$ cat src/rtl/rcm_pkg.sv
// Package: constants, mode codes and timing figures for the retrograde manager
package rcm_pkg;
   // Mode codes on the mode input
   typedef enum logic [1:0] {
      RCM_MODE_DUAL_TRACK    = 2'h0,
      RCM_MODE_DUAL_NONTRACK = 2'h1,
      RCM_MODE_ATRIAL_SENSE  = 2'h2,
      RCM_MODE_OTHER         = 2'h3
   } rcm_mode_t;
   // Clock rate and millisecond tick
   localparam int unsigned CLK_HZ          = 40000000;
   localparam int unsigned TICK_MS         = 1;
   localparam int unsigned TICK_CYCLES     = CLK_HZ / 1000 * TICK_MS;
   localparam int unsigned TICK_W          = 16;
   // Interval figures in ms
   localparam logic [11:0] VA_RETRO_MAX_MS = 12'h1c2;  // 450 ms
   localparam logic [11:0] VA_FARFIELD_MS  = 12'h096;  // 150 ms
   localparam logic [11:0] VA_TOL_MS       = 12'h00a;  // Change tolerance
   localparam logic [11:0] AV_TEST_EXT_MS  = 12'h032;  // Test AV lengthening
   localparam logic [11:0] SYNC_MIN_MS     = 12'h0fa;  // 250 ms
   localparam logic [11:0] SYNC_MAX_MS     = 12'h190;  // 400 ms
   // Counts
   localparam logic [1:0]  TEST_REPEATS    = 2'h3;
   localparam logic [1:0]  VS_END_COUNT    = 2'h3;
   localparam logic [1:0]  NO_AS_END_COUNT = 2'h3;
   localparam logic [5:0]  TEST_PERIOD_CYC = 6'h20;    // Cycles between tests
   localparam logic [11:0] MS_RESET        = 12'h000;
endpackage

$ cat src/rtl/rcm_core.sv
// Retrograde conduction and premature ventricular event manager
module rcm_core (
   input  wire logic        clk_sys,
   input  wire logic        arst_n,
   input  wire logic        a_sense_pin,
   input  wire logic        v_sense_pin,
   input  wire logic [1:0]  mode,
   input  wire logic        post_ext_en,
   input  wire logic        sync_stim_en,
   input  wire logic        auto_switch_en,
   input  wire logic [11:0] escape_ms,
   input  wire logic [11:0] paced_av_ms,
   input  wire logic [11:0] sensed_av_ms,
   input  wire logic [11:0] av_offset_ms,
   input  wire logic [11:0] tracking_win_ms,
   input  wire logic [11:0] sync_interval_ms,
   output logic             a_stim,
   output logic             v_stim,
   output logic             a_sync_pace,
   output logic             premature_ventricular_event,
   output logic             ext_active,
   output logic             retro_test_active,
   output logic             retro_confirmed,
   output logic             nontracking
);
   // Pin synchronisers: first stage read only by second
   logic [1:0] a_sync_reg;
   logic [1:0] v_sync_reg;
   logic       a_prev_reg;
   logic       v_prev_reg;
   logic       a_ev;
   logic       v_ev;
   always_ff @(posedge clk_sys or negedge arst_n) begin
      if (!arst_n) begin
         a_sync_reg <= 2'h0;
         v_sync_reg <= 2'h0;
         a_prev_reg <= 1'b0;
         v_prev_reg <= 1'b0;
      end else begin
         a_sync_reg <= {a_sync_reg[0], a_sense_pin};
         v_sync_reg <= {v_sync_reg[0], v_sense_pin};
         a_prev_reg <= a_sync_reg[1];
         v_prev_reg <= v_sync_reg[1];
      end
   end
   assign a_ev = a_sync_reg[1] & ~a_prev_reg;
   assign v_ev = v_sync_reg[1] & ~v_prev_reg;

   // Mode decode helpers
   function automatic logic is_dual(input logic [1:0] m);
      is_dual = (m == rcm_pkg::RCM_MODE_DUAL_TRACK) || (m == rcm_pkg::RCM_MODE_DUAL_NONTRACK);
   endfunction
   logic dual_m;
   logic vdd_m;
   logic track_m;
   assign dual_m  = is_dual(mode);
   assign vdd_m   = (mode == rcm_pkg::RCM_MODE_ATRIAL_SENSE);
   assign track_m = dual_m | vdd_m;

   // Millisecond tick prescaler, shared by every interval counter
   logic [rcm_pkg::TICK_W-1:0] pre_reg;
   logic                       tick_reg;
   always_ff @(posedge clk_sys or negedge arst_n) begin
      if (!arst_n) begin
         pre_reg  <= '0;
         tick_reg <= 1'b0;
      end else if (pre_reg == rcm_pkg::TICK_W'(rcm_pkg::TICK_CYCLES - 1)) begin
         pre_reg  <= '0;
         tick_reg <= 1'b1;
      end else begin
         pre_reg  <= pre_reg + 1'b1;
         tick_reg <= 1'b0;
      end
   end

   // Effective AV delay: sensed derived from paced in dual tracking
   logic [11:0] sav_eff;
   logic [11:0] av_eff;
   assign sav_eff = (mode == rcm_pkg::RCM_MODE_DUAL_TRACK) ?
                    (paced_av_ms - av_offset_ms) : sensed_av_ms;
   assign av_eff  = retro_test_active ? (sav_eff + rcm_pkg::AV_TEST_EXT_MS) : sav_eff;

   // Cycle timing state
   logic [11:0] vv_reg;        // Time since last V event
   logic [11:0] aa_reg;        // Time since last A event
   logic [11:0] av_reg;        // Time since tracked A sense
   logic [11:0] esc_lim_reg;   // Current escape limit
   logic        a_seen_reg;    // A event in this cycle
   logic        av_run_reg;    // AV delay running
   logic        pve_series_reg;
   logic [1:0]  a_cnt_reg;     // Non-far-field A senses per cycle
   logic        sync_due_reg;  // Sync pace wanted before V pace
   logic        v_exp;
   logic        a_early;
   logic        pve_now;
   assign pve_now = v_ev & ~a_seen_reg;
   assign a_early = a_ev & (vv_reg < tracking_win_ms);
   assign v_exp   = (vv_reg >= esc_lim_reg) & tick_reg;

   // Interval counters and escape scheduling
   always_ff @(posedge clk_sys or negedge arst_n) begin
      if (!arst_n) begin
         vv_reg      <= rcm_pkg::MS_RESET;
         aa_reg      <= rcm_pkg::MS_RESET;
         av_reg      <= rcm_pkg::MS_RESET;
         esc_lim_reg <= rcm_pkg::MS_RESET;
         av_run_reg  <= 1'b0;
         ext_active  <= 1'b0;
      end else begin
         if (v_ev || v_stim) begin
            vv_reg     <= rcm_pkg::MS_RESET;
            av_run_reg <= 1'b0;
            if (pve_now && post_ext_en && track_m && !pve_series_reg) begin
               // Extension by paced or sensed AV delay
               esc_lim_reg <= escape_ms + (dual_m ? paced_av_ms : sensed_av_ms);
               ext_active  <= 1'b1;
            end else begin
               esc_lim_reg <= escape_ms;
               ext_active  <= 1'b0;
            end
         end else if (tick_reg && vv_reg != 12'hfff) begin
            vv_reg <= vv_reg + 12'h001;
         end
         if (a_ev || a_stim) begin
            aa_reg <= rcm_pkg::MS_RESET;
         end else if (tick_reg && aa_reg != 12'hfff) begin
            aa_reg <= aa_reg + 12'h001;
         end
         // Tracking: not in non-tracking or dual non-tracking
         if (a_ev && !nontracking && !a_early && mode != rcm_pkg::RCM_MODE_DUAL_NONTRACK
             && track_m && !av_run_reg) begin
            av_run_reg <= 1'b1;
            av_reg     <= rcm_pkg::MS_RESET;
         end else if (av_run_reg && tick_reg) begin
            av_reg <= av_reg + 12'h001;
         end
      end
   end

   // Cycle bookkeeping: A seen, series, A count
   always_ff @(posedge clk_sys or negedge arst_n) begin
      if (!arst_n) begin
         a_seen_reg     <= 1'b0;
         pve_series_reg <= 1'b0;
         a_cnt_reg      <= 2'h0;
      end else begin
         if (v_ev || v_stim) begin
            a_seen_reg <= 1'b0;
            a_cnt_reg  <= 2'h0;
            if (v_ev) begin
               pve_series_reg <= pve_now;
            end else begin
               pve_series_reg <= 1'b0;
            end
         end else begin
            if (a_ev || a_stim) begin
               a_seen_reg <= 1'b1;
            end
            // Far-field senses excluded from count
            if (a_ev && vv_reg >= rcm_pkg::VA_FARFIELD_MS && a_cnt_reg != 2'h3) begin
               a_cnt_reg <= a_cnt_reg + 2'h1;
            end
         end
      end
   end

   // Stimulus outputs, one-cycle pulses
   logic av_done;
   logic sync_time;
   assign av_done   = av_run_reg && tick_reg && (av_reg >= av_eff);
   assign sync_time = sync_due_reg && tick_reg && dual_m
                      && ((vv_reg + paced_av_ms) >= esc_lim_reg)
                      && (aa_reg >= sync_interval_ms);
   always_ff @(posedge clk_sys or negedge arst_n) begin
      if (!arst_n) begin
         a_stim                      <= 1'b0;
         v_stim                      <= 1'b0;
         a_sync_pace                 <= 1'b0;
         premature_ventricular_event <= 1'b0;
         sync_due_reg                <= 1'b0;
      end else begin
         premature_ventricular_event <= pve_now;
         v_stim <= !v_stim && (v_exp || av_done);
         a_sync_pace <= 1'b0;
         a_stim      <= 1'b0;
         if (pve_now && sync_stim_en && dual_m && !pve_series_reg
             && aa_reg > sync_interval_ms) begin
            a_stim <= 1'b1;
         end else if (sync_time) begin
            a_stim       <= 1'b1;
            a_sync_pace  <= 1'b1;
            sync_due_reg <= 1'b0;
         end else if (dual_m && !a_seen_reg && !av_run_reg && tick_reg
                      && (vv_reg + paced_av_ms) >= esc_lim_reg && !sync_due_reg) begin
            a_stim <= 1'b1;
         end
         // Early A sense, or any A sense in non-tracking, wants a sync pace in dual modes
         if ((a_early && dual_m) || (a_ev && nontracking && dual_m)) begin
            sync_due_reg <= 1'b1;
         end else if (v_ev || v_stim) begin
            sync_due_reg <= 1'b0;
         end
      end
   end

   // Retrograde test and termination state machine
   typedef enum logic [1:0] {RCM_IDLE, RCM_BASE, RCM_TEST, RCM_SWITCHED} rcm_state_t;
   rcm_state_t  st_reg;
   logic [11:0] va_base_reg;
   logic [1:0]  pass_reg;
   logic [5:0]  period_reg;
   logic [1:0]  vs_run_reg;
   logic [1:0]  noa_run_reg;
   logic        va_meas;
   logic [11:0] va_diff;
   assign va_meas = a_ev && !a_early && vv_reg >= rcm_pkg::VA_FARFIELD_MS;
   assign va_diff = (vv_reg > va_base_reg) ? (vv_reg - va_base_reg) : (va_base_reg - vv_reg);
   always_ff @(posedge clk_sys or negedge arst_n) begin
      if (!arst_n) begin
         st_reg            <= RCM_IDLE;
         va_base_reg       <= rcm_pkg::MS_RESET;
         pass_reg          <= 2'h0;
         period_reg        <= 6'h00;
         vs_run_reg        <= 2'h0;
         noa_run_reg       <= 2'h0;
         retro_test_active <= 1'b0;
         retro_confirmed   <= 1'b0;
         nontracking       <= 1'b0;
      end else begin
         if (v_ev) vs_run_reg <= (vs_run_reg == 2'h3) ? 2'h3 : vs_run_reg + 2'h1;
         else if (v_stim) vs_run_reg <= 2'h0;
         if (v_ev || v_stim) noa_run_reg <= a_seen_reg ? 2'h0 :
            ((noa_run_reg == 2'h3) ? 2'h3 : noa_run_reg + 2'h1);
         case (st_reg)
            RCM_IDLE: begin
               // Count paced cycles of atrial tracking
               if (v_stim && av_run_reg) period_reg <= period_reg + 6'h01;
               if (va_meas && period_reg >= rcm_pkg::TEST_PERIOD_CYC && track_m
                   && vv_reg < rcm_pkg::VA_RETRO_MAX_MS) begin
                  va_base_reg <= vv_reg;
                  pass_reg    <= 2'h0;
                  st_reg      <= RCM_BASE;
               end
               if (a_early && auto_switch_en && track_m) begin
                  nontracking <= 1'b1;
                  st_reg      <= RCM_SWITCHED;
               end
            end
            RCM_BASE: begin
               // Next cycle gets a lengthened AV delay
               if (v_stim) begin
                  retro_test_active <= 1'b1;
                  st_reg            <= RCM_TEST;
               end
            end
            RCM_TEST: begin
               if (va_meas) begin
                  retro_test_active <= 1'b0;
                  period_reg        <= 6'h00;
                  if (va_diff <= rcm_pkg::VA_TOL_MS) begin
                     if (pass_reg == rcm_pkg::TEST_REPEATS - 2'h1) begin
                        retro_confirmed <= 1'b1;
                        nontracking     <= 1'b1;
                        st_reg          <= RCM_SWITCHED;
                     end else begin
                        pass_reg <= pass_reg + 2'h1;
                        st_reg   <= RCM_BASE;
                     end
                  end else begin
                     st_reg <= RCM_IDLE;
                  end
               end
            end
            RCM_SWITCHED: begin
               // Monitoring continues; any end condition restores tracking
               if ((va_meas && vv_reg > rcm_pkg::VA_RETRO_MAX_MS) || a_sync_pace
                   || ((v_ev || v_stim) && a_cnt_reg >= 2'h2)
                   || vs_run_reg == rcm_pkg::VS_END_COUNT
                   || (vdd_m && noa_run_reg == rcm_pkg::NO_AS_END_COUNT)) begin
                  nontracking     <= 1'b0;
                  retro_confirmed <= 1'b0;
                  period_reg      <= 6'h00;
                  st_reg          <= RCM_IDLE;
               end
            end
            default: st_reg <= RCM_IDLE;
         endcase
      end
   end

   // Checks
   AST_PVE_CLASS: assert property (@(posedge clk_sys) disable iff (!arst_n)
      (v_ev && !a_seen_reg) |=> premature_ventricular_event) else $error("pve missed");
   AST_EXT_FIRST: assert property (@(posedge clk_sys) disable iff (!arst_n)
      (v_ev && pve_series_reg) |=> !ext_active) else $error("ext on later pve");
   AST_EXT_MODE: assert property (@(posedge clk_sys) disable iff (!arst_n)
      ((v_ev || v_stim) && !(post_ext_en && track_m)) |=> !ext_active)
      else $error("ext while off");
   AST_SYNC_FIRST: assert property (@(posedge clk_sys) disable iff (!arst_n)
      (pve_now && !sync_stim_en) |=> !a_stim || $past(tick_reg)) else $error("stim off");
   AST_TEST_VA: assert property (@(posedge clk_sys) disable iff (!arst_n)
      (st_reg == RCM_BASE && $past(st_reg) == RCM_IDLE) |->
      va_base_reg < rcm_pkg::VA_RETRO_MAX_MS) else $error("test va");
   AST_CONF_NT: assert property (@(posedge clk_sys) disable iff (!arst_n)
      $rose(retro_confirmed) |-> nontracking && pass_reg == 2'h2) else $error("confirm");
   AST_END_SYNC: assert property (@(posedge clk_sys) disable iff (!arst_n)
      (st_reg == RCM_SWITCHED && a_sync_pace) |=> !nontracking) else $error("end sync");
   AST_END_VS: assert property (@(posedge clk_sys) disable iff (!arst_n)
      (st_reg == RCM_SWITCHED && vs_run_reg == 2'h3) |=> st_reg == RCM_IDLE)
      else $error("end vs");
   AST_TICK: assert property (@(posedge clk_sys) disable iff (!arst_n)
      tick_reg |=> !tick_reg [*2]) else $error("tick");
   COV_PVE: cover property (@(posedge clk_sys) disable iff (!arst_n) premature_ventricular_event);
   COV_TEST: cover property (@(posedge clk_sys) disable iff (!arst_n) retro_test_active);
   COV_CONF: cover property (@(posedge clk_sys) disable iff (!arst_n) $rose(retro_confirmed));
endmodule

$ cat config.mk
export PLATFORM = sky130hd
export DESIGN_NAME = rcm_core
export DESIGN_NICKNAME = d
export VERILOG_FILES = /design/src/rtl/rcm_pkg.sv /design/src/rtl/rcm_core.sv
export SDC_FILE = /design/constraint.sdc
export NUM_CORES = 1
export LEC_CHECK = 0
export BUFFER_PORTS_ARGS = -buffer_cell sky130_fd_sc_hd__buf_2
export CELL_PAD_IN_SITES_DETAIL_PLACEMENT = 1
export CELL_PAD_IN_SITES_GLOBAL_PLACEMENT = 1
export CORE_MARGIN = 2
export CORE_UTILIZATION = 46
export DETAILED_ROUTE_END_ITERATION = 16
export GPL_TIMING_DRIVEN = 0
export PLACE_DENSITY_LB_ADDON = 0.1
export SLEW_MARGIN = 20
export SYNTH_ARGS = -nofsm -noshare
export SYNTH_HDL_FRONTEND = slang
export SYNTH_SLANG_ARGS = --single-unit
$ cat constraint.sdc
create_clock -name clk_sys -period 4.6 [get_ports clk_sys]
set_clock_uncertainty 0.05 [all_clocks]
set_input_delay 0.46 -clock clk_sys [delete_from_list [all_inputs] [get_ports clk_sys]]
set_output_delay 0.46 -clock clk_sys [all_outputs]
set_load 0.01 [all_outputs]
# Word-level counts from Yosys, hierarchy flattened
# Cells that the tools add are included.
[classes]
n_addsub = 15
n_lt_le_gt_ge = 13
eq_ne = 24
muxes = 62
bitwise_logic = 9
reduce_logical = 80
[op_table]
columns = ["op", "n"]
rows = [
  ["$mux 12", 11],
  ["$ge 12x12->1", 4],
  ["$logic_and 1x1->1", 42],
  ["$add 12x1->12 const B", 3],
  ["$mux 2", 18],
  ["$sub 12x12->12", 3],
  ["$add 12x12->12", 2],
  ["$gt 12x12->1", 2],
  ["$ne 12x12->1 const B", 2],
  ["$mux 1", 23],
  ["$ne 2x2->1 const B", 10],
  ["$reduce_bool 2->1", 10],
  ["$mux 6", 3],
  ["$pmux 6 s3", 1],
  ["$add 16x1->16 const B", 1],
  ["$eq 16x16->1 const B", 1],
  ["$mux 16", 1],
  ["$add 12x6->12 const B", 1],
  ["$eq 2x2->1 const B", 6],
  ["$ge 12x8->1 const B", 1],
  ["$gt 12x9->1 const B", 1],
  ["$le 12x4->1 const B", 1],
  ["$lt 12x12->1", 1],
  ["$lt 12x9->1 const B", 1],
  ["24 further kinds", 54],
]
[totals]
regBits = 111
in_bits = 81
wordCells = 232

# Depth between registers and ports, before layout
# Gate-level depths: netlist of run 1.
[logic_depth]
ltp_word = 13
mapped_depth = 21

# Least setup slack after synthesis of run 1
# Ideal clock, no wire load.
[synth_path]
kind = "input-to-reg"
startpoint = "in paced_av_ms[0]"
endpoint = "reg v_stim"
setup_time_ns = 0.128
t_arrival_ns = 3.687
path_slack_ns = 0.735
stages = 19
n_path_buf = 0
path_cell_list = "inv_1 -> ha_1 -> inv_1 -> fa_1 -> a211oi_1 -> o21bai_1 -> a21oi_1 -> xor2_1 -> o21ai_0 -> o211ai_1 -> xnor2_1 -> ha_1 -> a21o_1 -> a21o_1 -> a21oi_1 -> o211ai_1 -> a31o_2 -> a31oi_1 -> o22ai_1"
[synth_via]
elab_chain_cells = 8
[synth_rtl]
columns = ["item", "line", "rtl"]
rows = [
  ["from (decl)", "rcm_core.sv:12", "input wire logic [11:0] paced_av_ms,"],
  ["$sub 12x12->12 *", "rcm_core.sv:80", "(paced_av_ms - av_offset_ms) : sensed_av_ms;"],
  ["$mux 12 *", "rcm_core.sv:79", "assign sav_eff = (mode == rcm_pkg::RCM_MODE_DUAL_TRACK) ?"],
  ["$add 12x6->12", "rcm_core.sv:81", "assign av_eff = retro_test_active ? (sav_eff + rcm_pkg::AV_TEST_EXT_MS) : sav_eff;"],
  ["$mux 12 *", "rcm_core.sv:81", ""],
  ["$ge 12x12->1 *", "rcm_core.sv:170", "assign av_done = av_run_reg && tick_reg && (av_reg >= av_eff);"],
  ["$logic_and 1x1->1 *", "rcm_core.sv:170", ""],
  ["$logic_or 1x1->1 *", "rcm_core.sv:183", "v_stim <= !v_stim && (v_exp || av_done);"],
  ["$logic_and 1x1->1 *", "rcm_core.sv:183", ""],
  ["to (signal assigned)", "rcm_core.sv:183", ""],
  ["to (decl)", "rcm_core.sv:18", "output logic v_stim,"],
]
# Mark *: on every way between the ends. The rest lies on a longest branch, timed or not.
# A chain may end at the register's enable or synchronous reset.

# Worst setup path in the final report of run 1
[layout_path]
startpoint = "reg vv_reg[0]"
endpoint = "reg sync_due_reg"
[layout_via]
elab_chain_cells = 6
[layout_rtl]
columns = ["item", "line", "rtl"]
rows = [
  ["from (decl)", "rcm_core.sv:84", "logic [11:0] vv_reg;"],
  ["from (signal assigned)", "rcm_core.sv:103", "vv_reg <= rcm_pkg::MS_RESET;"],
  ["from (signal assigned)", "rcm_core.sv:111", "vv_reg <= rcm_pkg::MS_RESET;"],
  ["from (signal assigned)", "rcm_core.sv:122", "vv_reg <= vv_reg + 12'h001;"],
  ["$add 12x12->12 or $lt 12x12->1 (tied branches)", "rcm_core.sv:172, rcm_core.sv:97", ""],
  ["$ge 12x12->1 or $and 1x1->1 (tied branches)", "rcm_core.sv:172, rcm_core.sv:97", ""],
  ["$logic_and 1x1->1, on equally long branches", "rcm_core.sv:172, rcm_core.sv:198", ""],
  ["$logic_and 1x1->1 or $logic_or 1x1->1 (tied branches)", "rcm_core.sv:173, rcm_core.sv:198", ""],
  ["$reduce_bool 3->1 (no line) or $ne 3x1->1 (tied branches)", "-", ""],
  ["$reduce_and 2->1 (no line)", "-", ""],
  ["to (signal assigned)", "rcm_core.sv:180", "sync_due_reg <= 1'b0;"],
  ["to (signal assigned)", "rcm_core.sv:192", "sync_due_reg <= 1'b0;"],
  ["to (signal assigned)", "rcm_core.sv:199", "sync_due_reg <= 1'b1;"],
  ["to (decl)", "rcm_core.sv:92", "logic sync_due_reg;"],
]
# Several ways; a longest one is shown, not always the timed one.

==> Implementation_results.wiki, run 1 <==
{| class="wikitable"
! Metric !! Value
|-
| Layout cells sized above 1 || a little under an eighth
|-
| Number of design rule violations left after detail routing || 0
|-
| Drt initial violations || 385
|-
| Critical Path Source Type || register
|-
| Worst rel slew slack || approximately 51%
|-
| Worst reg2reg endpoint || sync_due_reg$_DFFE_PN0P_
|-
| Largest net degree at the start of global routing || 78
|-
| Number of vias after detailed routing || 8436
|-
| CTS buffer count || 9
|-
| Final period utilization || about 93%
|-
| Total power divided by cell area || 240 nW/µm²
|-
| Outcome || completed
|-
| Post-detail-place hpwl || 22200 µm
|-
| Critical-path maximum fanout || 8
|-
| Post-Syn Area || approximately 9500 µm²
|-
| Synth-to-layout area growth || 11.6%
|-
| Most frequently used flop master after synthesis || dfrtp_1
|-
| Part of the Yosys area used for sequential elements || 29.1%
|-
| Syn nets || about 1300
|-
| Worst r2r path cells || 18
|-
| Wire length of the first global-routing pass || 45700 µm
|-
| CTS sink count || around 110
|-
| Worst setup endpoint || sync_due_reg$_DFFE_PN0P_
|-
| Max reg flops || 16
|-
| Origin of the worst setup path || vv_reg[0]$_DFFE_PN0P_
|-
| Max frequency || about 230 MHz
|-
| Dominant cell type by area after synthesis || dfrtp_1
|-
| Final Wtd Congestion || 0.842
|-
| Post-Synthesis Cells || 1122
|-
| RSZ-0062 raised after global routing || false
|-
| Netlist cell types || 80
|-
| Proportion of netlist area held by the largest area contributor || between 20 and 30%
|-
| Crit Path Category || register to register
|-
| Skew-Pair Late Insertion Delay || 0.37 ns
|-
| I/O Buffers || 88
|-
| Wire length reported by the detailed router || 27700 µm
|-
| Number of setup violations in the final report || 0
|-
| Clock Root Buffer || clkbuf_16
|-
| Overall track demand over capacity in global routing || between 20% and 30%
|-
| Fillcell total || between 2000 and 2500
|-
| Bufs on Longest Clock Path || 2
|-
| Req. time, crit path || 4.78 ns
|-
| Largest cells by area after synthesis || dfrtp_1 29%, ha_1 17%, xnor2_1 5.1%
|-
| Reg-to-reg critical path startpoint || vv_reg[0]$_DFFE_PN0P_
|-
| Die Height || approximately 150 µm
|-
| H-tree depth || 3
|-
| Count of yosys warnings during synthesis || 0
|-
| Post-route setup TNS || 0 ns
|-
| Leakage || slightly above 5 nW
|-
| Fin. Hold Viols || 0
|-
| Layout Nets || 1435
|-
| First-pass iteration count of the detailed router || 4
|-
| Type of element capturing the critical path || register
|-
| Setup slack, reg-to-reg || 0.31 ns
|-
| Die extent in x || 148 µm
|-
| Number of routed nets with antenna violations || 0
|-
| Reported max-cap violation count || 0
|-
| Post-CTS setup-driven buffer insertion count || 0
|-
| Worst supply voltage drop on vdd || 0.157 mV
|-
| Area of the die || 21900 µm²
|-
| Clock-pin slew on the worst setup and hold paths || 0.08 ns
|-
| Slew at the pin closest to its max-slew limit || ~0.73 ns
|-
| Final Critical Period || 4.29 ns
|-
| Ranking of synthesized cells by instance count || 126 x ha_1, 126 x nor2_1, 111 x dfrtp_1, 96 x inv_1, 83 x nand2_1
|-
| Effective utilization at floorplan || about 47%
|-
| Num rows || 52
|-
| Count of flip-flops with a built-in enable after synthesis || 0
|-
| Vias per cell || approximately 5.6
|-
| Average instance area after synthesis || 8.50 µm²
|-
| Post-placement worst setup slack || 0.0237 ns
|-
| Arrival time at the worst endpoint || 4.48 ns
|-
| Fraction of registers with async set/reset || 100%
|-
| TritonCTS clock tree || yes
|-
| Ant. Diodes || 0
|-
| Floorplan core area || 20300 µm²
|-
| Number of global-route vias before repair || 8605
|-
| IO Pins || 89
|-
| Number of flip-flops and latches in the synthesized netlist || roughly 110
|-
| Routed len/inst || 18.5 µm
|-
| Overflow after GRT || 0
|-
| Antenna violations before repair || 0
|-
| Number of max-slew violations in the final report || 0
|-
| Worst path setup slack after routing || 0.306 ns
|-
| Worst hold path class || primary input to register
|}
==> cells in the final DEF, fill, tap and decap left out, drive strengths merged, types with 14 or more instances in the layout <==
master	instances
a211oi	15
a21o	27
a21oi	69
buf	97
clkbuf	30
dfrtp	111
ha	126
inv	102
nand2	83
nand2b	21
nand3	27
nand4	18
nor2	126
nor2b	15
nor3	21
o21a	14
o21ai	65
xnor2	56
xor2	33
==> worst min-delay path by stage <==
stage               cells past startpoint  slack [ns]                        to               startpoint
global route                            1        0.14   v_sync_reg[0]$_DFF_PN0_              v_sense_pin
floorplan                               0        0.11  a_cnt_reg[0]$_DFFE_PN0P_                   arst_n
detailed placement                      0        0.29   a_sync_reg[1]$_DFF_PN0_  a_sync_reg[0]$_DFF_PN0_
CTS                                     1        0.15   v_sync_reg[0]$_DFF_PN0_              v_sense_pin
finish                                  1        0.15   v_sync_reg[0]$_DFF_PN0_              v_sense_pin
global placement                        0        0.28   v_sync_reg[1]$_DFF_PN0_  v_sync_reg[0]$_DFF_PN0_
==> report_power, final <==
group	leakage (nW)	switching, mW	internal, mW
registers	1.40	0.0572	1.04
logic	3.57	0.394	0.285
clock network	0.135	0.401	0.377
==> per-stage QoR <==
| stage | util (%) | total power [mW] | cells | hold WS (ns) | cell area, µm² |
|---|---|---|---|---|---|
| 2_1_floorplan | - | 1.56 | 1122 | 0.114 | 9540 |
| 3_3_place_gp | 50.8 | 1.75 | 1480 | 0.285 | 10300 |
| 3_5_place_dp | 51.0 | 1.78 | 1481 | 0.290 | 10400 |
| 4_1_cts | 52.4 | 2.56 | 1498 | 0.148 | 10600 |
| 5_1_grt | 52.4 | 2.70 | 1498 | 0.142 | 10600 |
| 6_report | 52.4 | 2.55 | 1498 | 0.149 | 10600 |
==> worst max-delay path, cell delays in order (launching register included) <==
cell	delay (ns)
dfrtp_1	0.55
ha_1	0.30
fa_1	0.40
a21o_1	0.18
a21oi_1	0.23
o21bai_1	0.11
a21oi_1	0.23
o21bai_1	0.10
a21oi_1	0.23
o21bai_1	0.10
a21oi_1	0.18
xnor2_1	0.15
ha_1	0.19
a211o_1	0.16
nor2_1	0.05
nor4b_1	0.32
o31ai_1	0.21
nor3b_1	0.29
o32ai_1	0.11
==> routing by layer <==
metal  routed length [µm]  part of all wire, %  vias up  GRT usage (%)
li1                     -                    -     4153              -
met1                13600                   49     4132           37.3
met2                12800                   46      136           43.4
met3                  979                  3.5       15           3.77
met4                  199                 0.72        0           3.38
met5                    0                    0        -              0
==> cell families (layout without fill, tap and decap cells) <==
family	after synthesis	in the layout	synth area share, %
adders and majority gates	131	131	17.6
AOI/OAI and AO/OA	274	274	19.1
muxes	22	22	2.47
buffers and inverters	128	234	5.13
DFF	111	111	29.1
and+or+nand+nor	367	367	18.5
xor gates and xnor gates	89	89	8.17
==> what timing repair did <==
action,in CTS,in global routing
endpoints found under the hold margin,34,0
setup endpoints to repair,0,1
gates resized for setup,0,1
hold buffers,1,0
==> final cells by class <==
class,count,area [µm²],area share (%)
multi-input combinational,883,6270,59.0
sequential,111,2780,26.1
timing repair buffer,90,484,4.55
inverter,100,375,3.53
tap,270,338,3.17
clock buffer,10,229,2.15
buffer,28,114,1.07
clock inverter,6,50.0,0.470
No activity file was read; power rests on OpenSTA's default activity.
==> inputs of run 2 (changes only) <==
--- a/config.mk
+++ b/config.mk
@@ -5,11 +5,12 @@
 export SDC_FILE = /design/constraint.sdc
 export NUM_CORES = 1
 export LEC_CHECK = 0
+export ABC_AREA = 1
 export BUFFER_PORTS_ARGS = -buffer_cell sky130_fd_sc_hd__buf_2
 export CELL_PAD_IN_SITES_DETAIL_PLACEMENT = 1
 export CELL_PAD_IN_SITES_GLOBAL_PLACEMENT = 1
 export CORE_MARGIN = 2
-export CORE_UTILIZATION = 46
+export CORE_UTILIZATION = 45
 export DETAILED_ROUTE_END_ITERATION = 16
 export GPL_TIMING_DRIVEN = 0
 export PLACE_DENSITY_LB_ADDON = 0.1
==> Implementation_results.wiki, run 2 <==
{| class="wikitable"
! Metric !! Value
|-
| Most frequently used flop master after synthesis || dfrtp_1
|-
| Effective utilization at floorplan || between 40% and 50%
|-
| Critical Path Source Type || register
|-
| Proportion of netlist area held by the largest area contributor || 27.4%
|-
| Number of vias after detailed routing || 9729
|-
| Fin util || 51.4%
|-
| Post-CTS setup-driven buffer insertion count || 0
|-
| Req. time, crit path || 4.80 ns
|-
| Routed len/inst || 16.6 µm
|-
| Number of global-route vias before repair || ~10000
|-
| Type of element capturing the critical path || register
|-
| Outcome || completed
|-
| Number of routed nets with antenna violations || 0
|-
| Drt initial violations || 315
|-
| Post-Synthesis Cells || about 1400
|-
| Slew at the pin closest to its max-slew limit || 0.671 ns
|-
| Arrival time at the worst endpoint || ~4.0 ns
|-
| RSZ-0062 raised after global routing || false
|-
| Worst hold path class || primary input to register
|-
| Bufs on Longest Clock Path || 2
|-
| Finished layout cell area || 11300 µm²
|-
| Area of the die || 23700 µm²
|-
| Number of setup violations in the final report || 0
|-
| Worst rel slew slack || ~55%
|-
| Most frequent cell on the critical path || nor2_1
|-
| Cell-by-cell listing of the critical path || fa_1 -> a2111oi_1 -> nor2_1 -> o21ai_1 -> nand2_1 -> xor2_1 -> inv_1 -> ha_1 -> nand2_1 -> nor2_1 -> nand3_1 -> nand4_1 -> nand3_1 -> nor2_1 -> o32ai_1
|-
| Count of yosys warnings during synthesis || 0
|-
| Largest cells by area after synthesis || dfrtp_1 27%, ha_1 16%, nand2_1 12%
|-
| First-pass iteration count of the detailed router || 5
|-
| Post-detail-place hpwl || 24400 µm
|-
| Post-Syn Area || 10100 µm²
|-
| Worst supply voltage drop on vdd || between 0.15 and 0.2 mV
|-
| Num rows || between 50 and 60
|-
| Critical-path maximum fanout || 14
|-
| TritonCTS clock tree || yes
|-
| Skew-Pair Late Insertion Delay || 0.37 ns
|-
| Post-route setup TNS || 0 ns
|-
| Antenna violations before repair || 0
|-
| Number of design rule violations left after detail routing || 0
|-
| Die extent in x || 154 µm
|-
| Part of the Yosys area used for sequential elements || 27.4%
|-
| Ranking of synthesized cells by instance count || 336 x nand2_1, 213 x inv_1, 126 x ha_1, 111 x dfrtp_1, 106 x a21oi_1
|-
| Fraction of registers with async set/reset || between 90% and 100%
|-
| Number of gates given a new drive strength after cts || 0
|-
| Max frequency || 261 MHz
|-
| Fillcell total || 2925
|-
| Final period utilization || ~83%
|-
| Placement-stage cell area || 11000 µm²
|-
| Die Height || roughly 150 µm
|-
| Crit Path Category || register to register
|-
| IO Pins || 89
|-
| Commonest non-fill, non-tap cell in the layout || nand2_1
|-
| Number of flip-flops and latches in the synthesized netlist || 111
|-
| Ant. Diodes || 0
|-
| Dominant cell type by area after synthesis || dfrtp_1
|-
| Max reg flops || 16
|-
| Leading cell type by number of instances after synthesis || nand2_1
|-
| Layout cells sized above 1 || 11.8%
|-
| Synth-to-layout area growth || 11.4%
|-
| Total power divided by cell area || about 250 nW/µm²
|-
| Clock-pin slew on the worst setup and hold paths || 0.09 ns
|-
| CTS sink count || around 110
|-
| I/O Buffers || 87
|-
| Final Wtd Congestion || 0.891
|-
| Floorplan core area || 22000 µm²
|-
| Largest net degree at the start of global routing || 77
|-
| Critical-path cell with the highest stage delay || dfrtp_1
|-
| Reported max-cap violation count || 0
|-
| Final Critical Period || approximately 3.8 ns
|-
| Average instance area after synthesis || roughly 7 µm²
|-
| Clock Root Buffer || clkbuf_16
|-
| Hold slack || 0.138 ns
|-
| Number of max-slew violations in the final report || 0
|-
| Final Power || roughly 2.8 mW
|-
| Slowest Stage Delay on Critical Path || 0.64 ns
|-
| Syn nets || 1634
|-
| H-tree depth || 3
|-
| Fin. Hold Viols || 0
|-
| Wire length reported by the detailed router || 29900 µm
|-
| Highest-count cells in the layout ignoring fill and taps || 336 x nand2_1, 213 x inv_1, 126 x ha_1
|-
| Overflow after GRT || 0
|-
| CTS buffer count || 9
|-
| Count of flip-flops with a built-in enable after synthesis || 0
|-
| Layout Nets || ~1700
|-
| Wire length of the first global-routing pass || approximately 50000 µm
|-
| Hold-fix buffer count after cts || 1
|-
| Vias per cell || 5.38
|-
| Overall track demand over capacity in global routing || a little over a quarter
|-
| Leakage || 6.00 nW
|-
| Netlist cell types || between 50 and 60
|}
[run 2: critical path, delay by kind of cell (launching register included)]
family	cells	cell delay, ns
AOI/OAI and AO/OA	3	0.86
buffers and inverters	1	0.07
xor gates and xnor gates	1	0.17
adders and majority gates	2	0.86
DFF	1	0.64
and+or+nand+nor	8	1.05
[run 2: per-layer routing]
| metal | share of wire, % | up-vias | track usage, % |
|---|---|---|---|
| met5 | 0 | - | 0 |
| met4 | 1.5 | 0 | 5.56 |
| met3 | 2.6 | 34 | 3.24 |
| met2 | 50 | 108 | 47.2 |
| met1 | 46 | 4712 | 33.3 |
| li1 | - | 4875 | - |
[run 2: path summary, 6_finish.rpt]
kind                       cells past startpoint                          to  slack, ns                     from
setup / recovery                              15    sync_due_reg$_DFFE_PN0P_       0.77    vv_reg[1]$_DFFE_PN0P_
hold / removal                                 1     v_sync_reg[0]$_DFF_PN0_       0.14              v_sense_pin
setup reg to reg                              15    sync_due_reg$_DFFE_PN0P_       0.77    vv_reg[1]$_DFFE_PN0P_
hold reg to reg                                0     a_sync_reg[1]$_DFF_PN0_       0.31  a_sync_reg[0]$_DFF_PN0_
max in group asynchronous                      3        pre_reg[8]$_DFF_PN0_       3.28                   arst_n
min in group asynchronous                      2  esc_lim_reg[7]$_DFFE_PN0N_       0.51                   arst_n
[run 2: through the flow]
step,setup slack [ns],std cells
global route,0.443,1807
floorplan,1.49,1422
finish,0.772,1807
CTS,0.833,1807
global placement,0.865,1789
detailed placement,0.797,1790
[run 2: kinds of logic after synthesis]
logic type      share of synthesized area [%]
compound gates                           14.5
fa+ha+maj                                16.5
buf+inv                                  9.48
mux                                    0.0987
xor+xnor                                 4.41
flops                                    27.4
simple gates                             27.6
[run 2: layout make-up]
class | count | area (µm²) | share of cell area [%]
Timing Repair Buffer | 89 | 479 | 4.24
Clock inverter | 7 | 105 | 0.930
Tap cell | 280 | 350 | 3.10
Inverter | 226 | 848 | 7.51
Clock buffer | 9 | 225 | 1.99
Buffer | 21 | 113 | 0.997
Sequential cell | 111 | 2780 | 24.6
Multi-Input combinational cell | 1064 | 6400 | 56.6
[run 2: power by group]
group	total, mW	leakage [nW]	internal, mW	switching, mW
clock network	0.886	0.161	0.449	0.438
registers	1.11	1.42	1.05	0.0582
logic	0.827	4.41	0.305	0.522
total	2.82	6.00	1.81	1.02
==> inputs of run 3 (changes only) <==
--- a/config.mk
+++ b/config.mk
@@ -5,12 +5,12 @@
 export SDC_FILE = /design/constraint.sdc
 export NUM_CORES = 1
 export LEC_CHECK = 0
-export ABC_AREA = 1
+export ABC_AREA = 0
 export BUFFER_PORTS_ARGS = -buffer_cell sky130_fd_sc_hd__buf_2
 export CELL_PAD_IN_SITES_DETAIL_PLACEMENT = 1
 export CELL_PAD_IN_SITES_GLOBAL_PLACEMENT = 1
 export CORE_MARGIN = 2
-export CORE_UTILIZATION = 45
+export CORE_UTILIZATION = 46
 export DETAILED_ROUTE_END_ITERATION = 16
 export GPL_TIMING_DRIVEN = 0
 export PLACE_DENSITY_LB_ADDON = 0.1
==> constraint.sdc (replaced) <==
create_clock -name clk_sys -period 3.6 [get_ports clk_sys]
set_clock_uncertainty 0.05 [all_clocks]
set_input_delay 0.36 -clock clk_sys [delete_from_list [all_inputs] [get_ports clk_sys]]
set_output_delay 0.36 -clock clk_sys [all_outputs]
set_load 0.01 [all_outputs]
==> Implementation_results.wiki, run 3 (synthesis results as in run 1) <==
{| class="wikitable"
! Metric !! Value
|-
| Outcome || finished with violations
|-
| Failing checks || setup timing
|-
| Worst Hold Launch || a_sense_pin
|-
| Wire length of the first global-routing pass || 47100 µm
|-
| Vias per cell || 5.66
|-
| Total internal power || 2.23 mW
|-
| TritonCTS clock tree || yes
|-
| Synth-to-layout area growth || 17.2%
|-
| Endpoint of the worst hold-timing path || a_sync_reg[0]$_DFF_PN0_
|-
| Critical Path Source Type || register
|-
| I/O Buffers || 88
|-
| Number of design rule violations left after detail routing || 0
|-
| Worst supply voltage drop on vdd || approximately 0.23 mV
|-
| Number of non-filler instances in the completed layout || roughly 1500
|-
| Clock-pin slew on the worst setup and hold paths || 0.08 ns
|-
| Crit Path Category || register to register
|-
| Number of vias after detailed routing || 8637
|-
| Die Height || 148 µm
|-
| Number of max-slew violations in the final report || 0
|-
| Req. time, crit path || 3.82 ns
|-
| Overflow after GRT || 0
|-
| Post-detail-place hpwl || 22300 µm
|-
| Worst path setup slack after routing || -0.203 ns
|-
| Arrival time at the worst endpoint || 4.02 ns
|-
| Leakage || 5.31 nW
|-
| Reg-to-reg critical path startpoint || vv_reg[1]$_DFFE_PN0P_
|-
| Hold slack || 0.0489 ns
|-
| Sw frac || 33.6%
|-
| Number of setup violations in the final report || 3
|-
| Worst hold path class || primary input to register
|-
| Layout cells sized above 1 || 18.1%
|-
| H-tree depth || 3
|-
| Hold path cells || 1
|-
| Total power divided by cell area || 300 nW/µm²
|-
| Overall track demand over capacity in global routing || 27.3%
|-
| Effective utilization at floorplan || 47.0%
|-
| Floorplan core area || 20300 µm²
|-
| Number of routed nets with antenna violations || 0
|-
| Layout Nets || roughly 1500
|-
| P_sw || around 1.1 mW
|-
| Ant. Diodes || 0
|-
| Die extent in x || ~150 µm
|-
| Critical-path maximum fanout || 2
|-
| Logic pwr share || 28.2%
|-
| Drt initial violations || between 400 and 500
|-
| Post-placement worst setup slack || -0.740 ns
|-
| Setup slack, reg-to-reg || -0.20 ns
|-
| Reported max-cap violation count || 0
|-
| Fillcell total || 2423
|-
| Highest-count cells in the layout ignoring fill and taps || 124 x nor2_1, 120 x ha_1, 106 x dfrtp_1
|-
| Worst r2r path cells || 20
|-
| Clock Root Buffer || clkbuf_16
|-
| Bufs on Longest Clock Path || 2
|-
| Number of global-route vias before repair || 8992
|-
| Fin. Hold Viols || 0
|-
| Fin util || a little under three fifths
|-
| Final Critical Period || around 3.8 ns
|-
| Area of the die || between 20000 and 25000 µm²
|-
| Max reg flops || 16
|-
| Final period utilization || 106%
|-
| Antenna violations before repair || 0
|-
| Reg power frac || roughly 42%
|-
| Number of instances in the placed design || 1481
|-
| Worst rel slew slack || 62.3%
|-
| Skew-Pair Late Insertion Delay || 0.37 ns
|-
| RSZ-0062 raised after global routing || true
|-
| Max frequency || 263 MHz
|-
| Num rows || 52
|-
| Routed len/inst || a little under 20 µm
|-
| First-pass iteration count of the detailed router || 5
|-
| Slew at the pin closest to its max-slew limit || 0.564 ns
|-
| Commonest non-fill, non-tap cell in the layout || nor2_1
|-
| IO Pins || between 80 and 90
|-
| Wire length reported by the detailed router || 29400 µm
|-
| Type of element capturing the critical path || register
|-
| Worst reg2reg endpoint || a_sync_pace$_DFF_PN0_
|-
| Share of total power in the clock network || 30.3%
|-
| CTS buffer count || 9
|-
| Final Wtd Congestion || roughly 0.86
|-
| Largest net degree at the start of global routing || 73
|-
| CTS sink count || 111
|}
-- run 3: cell count changes in the layout (fill, tap and decap cells not counted), sizes merged, moves of 26 or more --
| cell | change |
|---|---|
| nand2 | -263 |
| inv | -127 |
| nand3 | -66 |
| xnor2 | +44 |
| a21oi | -42 |
| buf | +26 |
| o21ai | -26 |
-- run 3: cell type report --
type / instances / area (µm²) / share of cell area (%)
Multi-Input combinational cell: 883 / 6540 / 58.4
Sequential cell: 111 / 2790 / 24.9
Timing Repair Buffer: 119 / 733 / 6.55
Inverter: 100 / 384 / 3.43
Tap cell: 270 / 338 / 3.02
Clock buffer: 10 / 239 / 2.14
Buffer: 28 / 121 / 1.08
Clock inverter: 6 / 48.8 / 0.436
-- run 3: critical path, stage by stage, from the launching register on --
cell and delay [ns]:
dfrtp_4 0.53, ha_4 0.22, a21o_1 0.16, a21oi_2 0.18, nor2b_1 0.07, o21a_1 0.20, o21ai_2 0.12, nand2b_1 0.11
buf_4 0.15, buf_4 0.12, buf_4 0.12, buf_4 0.12, a21oi_1 0.17, xnor2_1 0.14, ha_1 0.25, o21a_1 0.10
o21ai_0 0.17, a21oi_1 0.09, o31ai_2 0.37, nor3b_2 0.11, buf_4 0.15
-- run 3: layer usage --
| metal | vias up | wire, µm | global-route usage, % |
|---|---|---|---|
| li1 | 4208 | - | - |
| met5 | - | 0 | 0 |
| met3 | 23 | 1260 | 5.12 |
| met4 | 0 | 325 | 5.38 |
| met1 | 4261 | 13900 | 36.7 |
| met2 | 145 | 14000 | 46.3 |
-- run 3: power groups by stage --
stage | sequential (mW) | clock [mW] | combinational, mW
2_1_floorplan | 1.40 | 0 | 0.597
3_3_place_gp | 1.42 | 0 | 0.826
3_5_place_dp | 1.42 | 0 | 0.867
4_1_cts | 1.39 | 1.03 | 0.915
6_report | 1.40 | 1.02 | 0.948
5_1_grt | 1.41 | 1.08 | 1.06
-- run 3: what timing repair did --
action / CTS / global route
setup endpoints to repair: 9 / 28
hold endpoints to repair: 39 / 0
hold buffers: 1 / 0
gates resized for setup: 44 / 30
pin swaps: 38 / 26
setup buffers: 20 / 9
-- run 3: per-stage QoR --
step / instance area (µm²) / total power [mW] / TNS [ns]
after global routing: 11200 / 3.54 / -1.24
after floorplan: 9560 / 2.00 / 0
after CTS: 11000 / 3.34 / -0.341
after global placement: 10300 / 2.24 / -3.79
final: 11200 / 3.36 / -0.547
after detailed placement: 10400 / 2.28 / -4.24
-- run 3: worst max path at each step --
stage | start | endpoint | slack, ns
floorplan | vv_reg[1]$_DFFE_PN0P_ | sync_due_reg$_DFFE_PN0P_ | 0.003
global placement | vv_reg[1]$_DFFE_PN0P_ | sync_due_reg$_DFFE_PN0P_ | -0.62
detailed placement | vv_reg[1]$_DFFE_PN0P_ | sync_due_reg$_DFFE_PN0P_ | -0.74
CTS | vv_reg[1]$_DFFE_PN0P_ | sync_due_reg$_DFFE_PN0P_ | -0.17
global route | vv_reg[1]$_DFFE_PN0P_ | sync_due_reg$_DFFE_PN0P_ | -0.36
finish | vv_reg[1]$_DFFE_PN0P_ | a_sync_pace$_DFF_PN0_ | -0.20
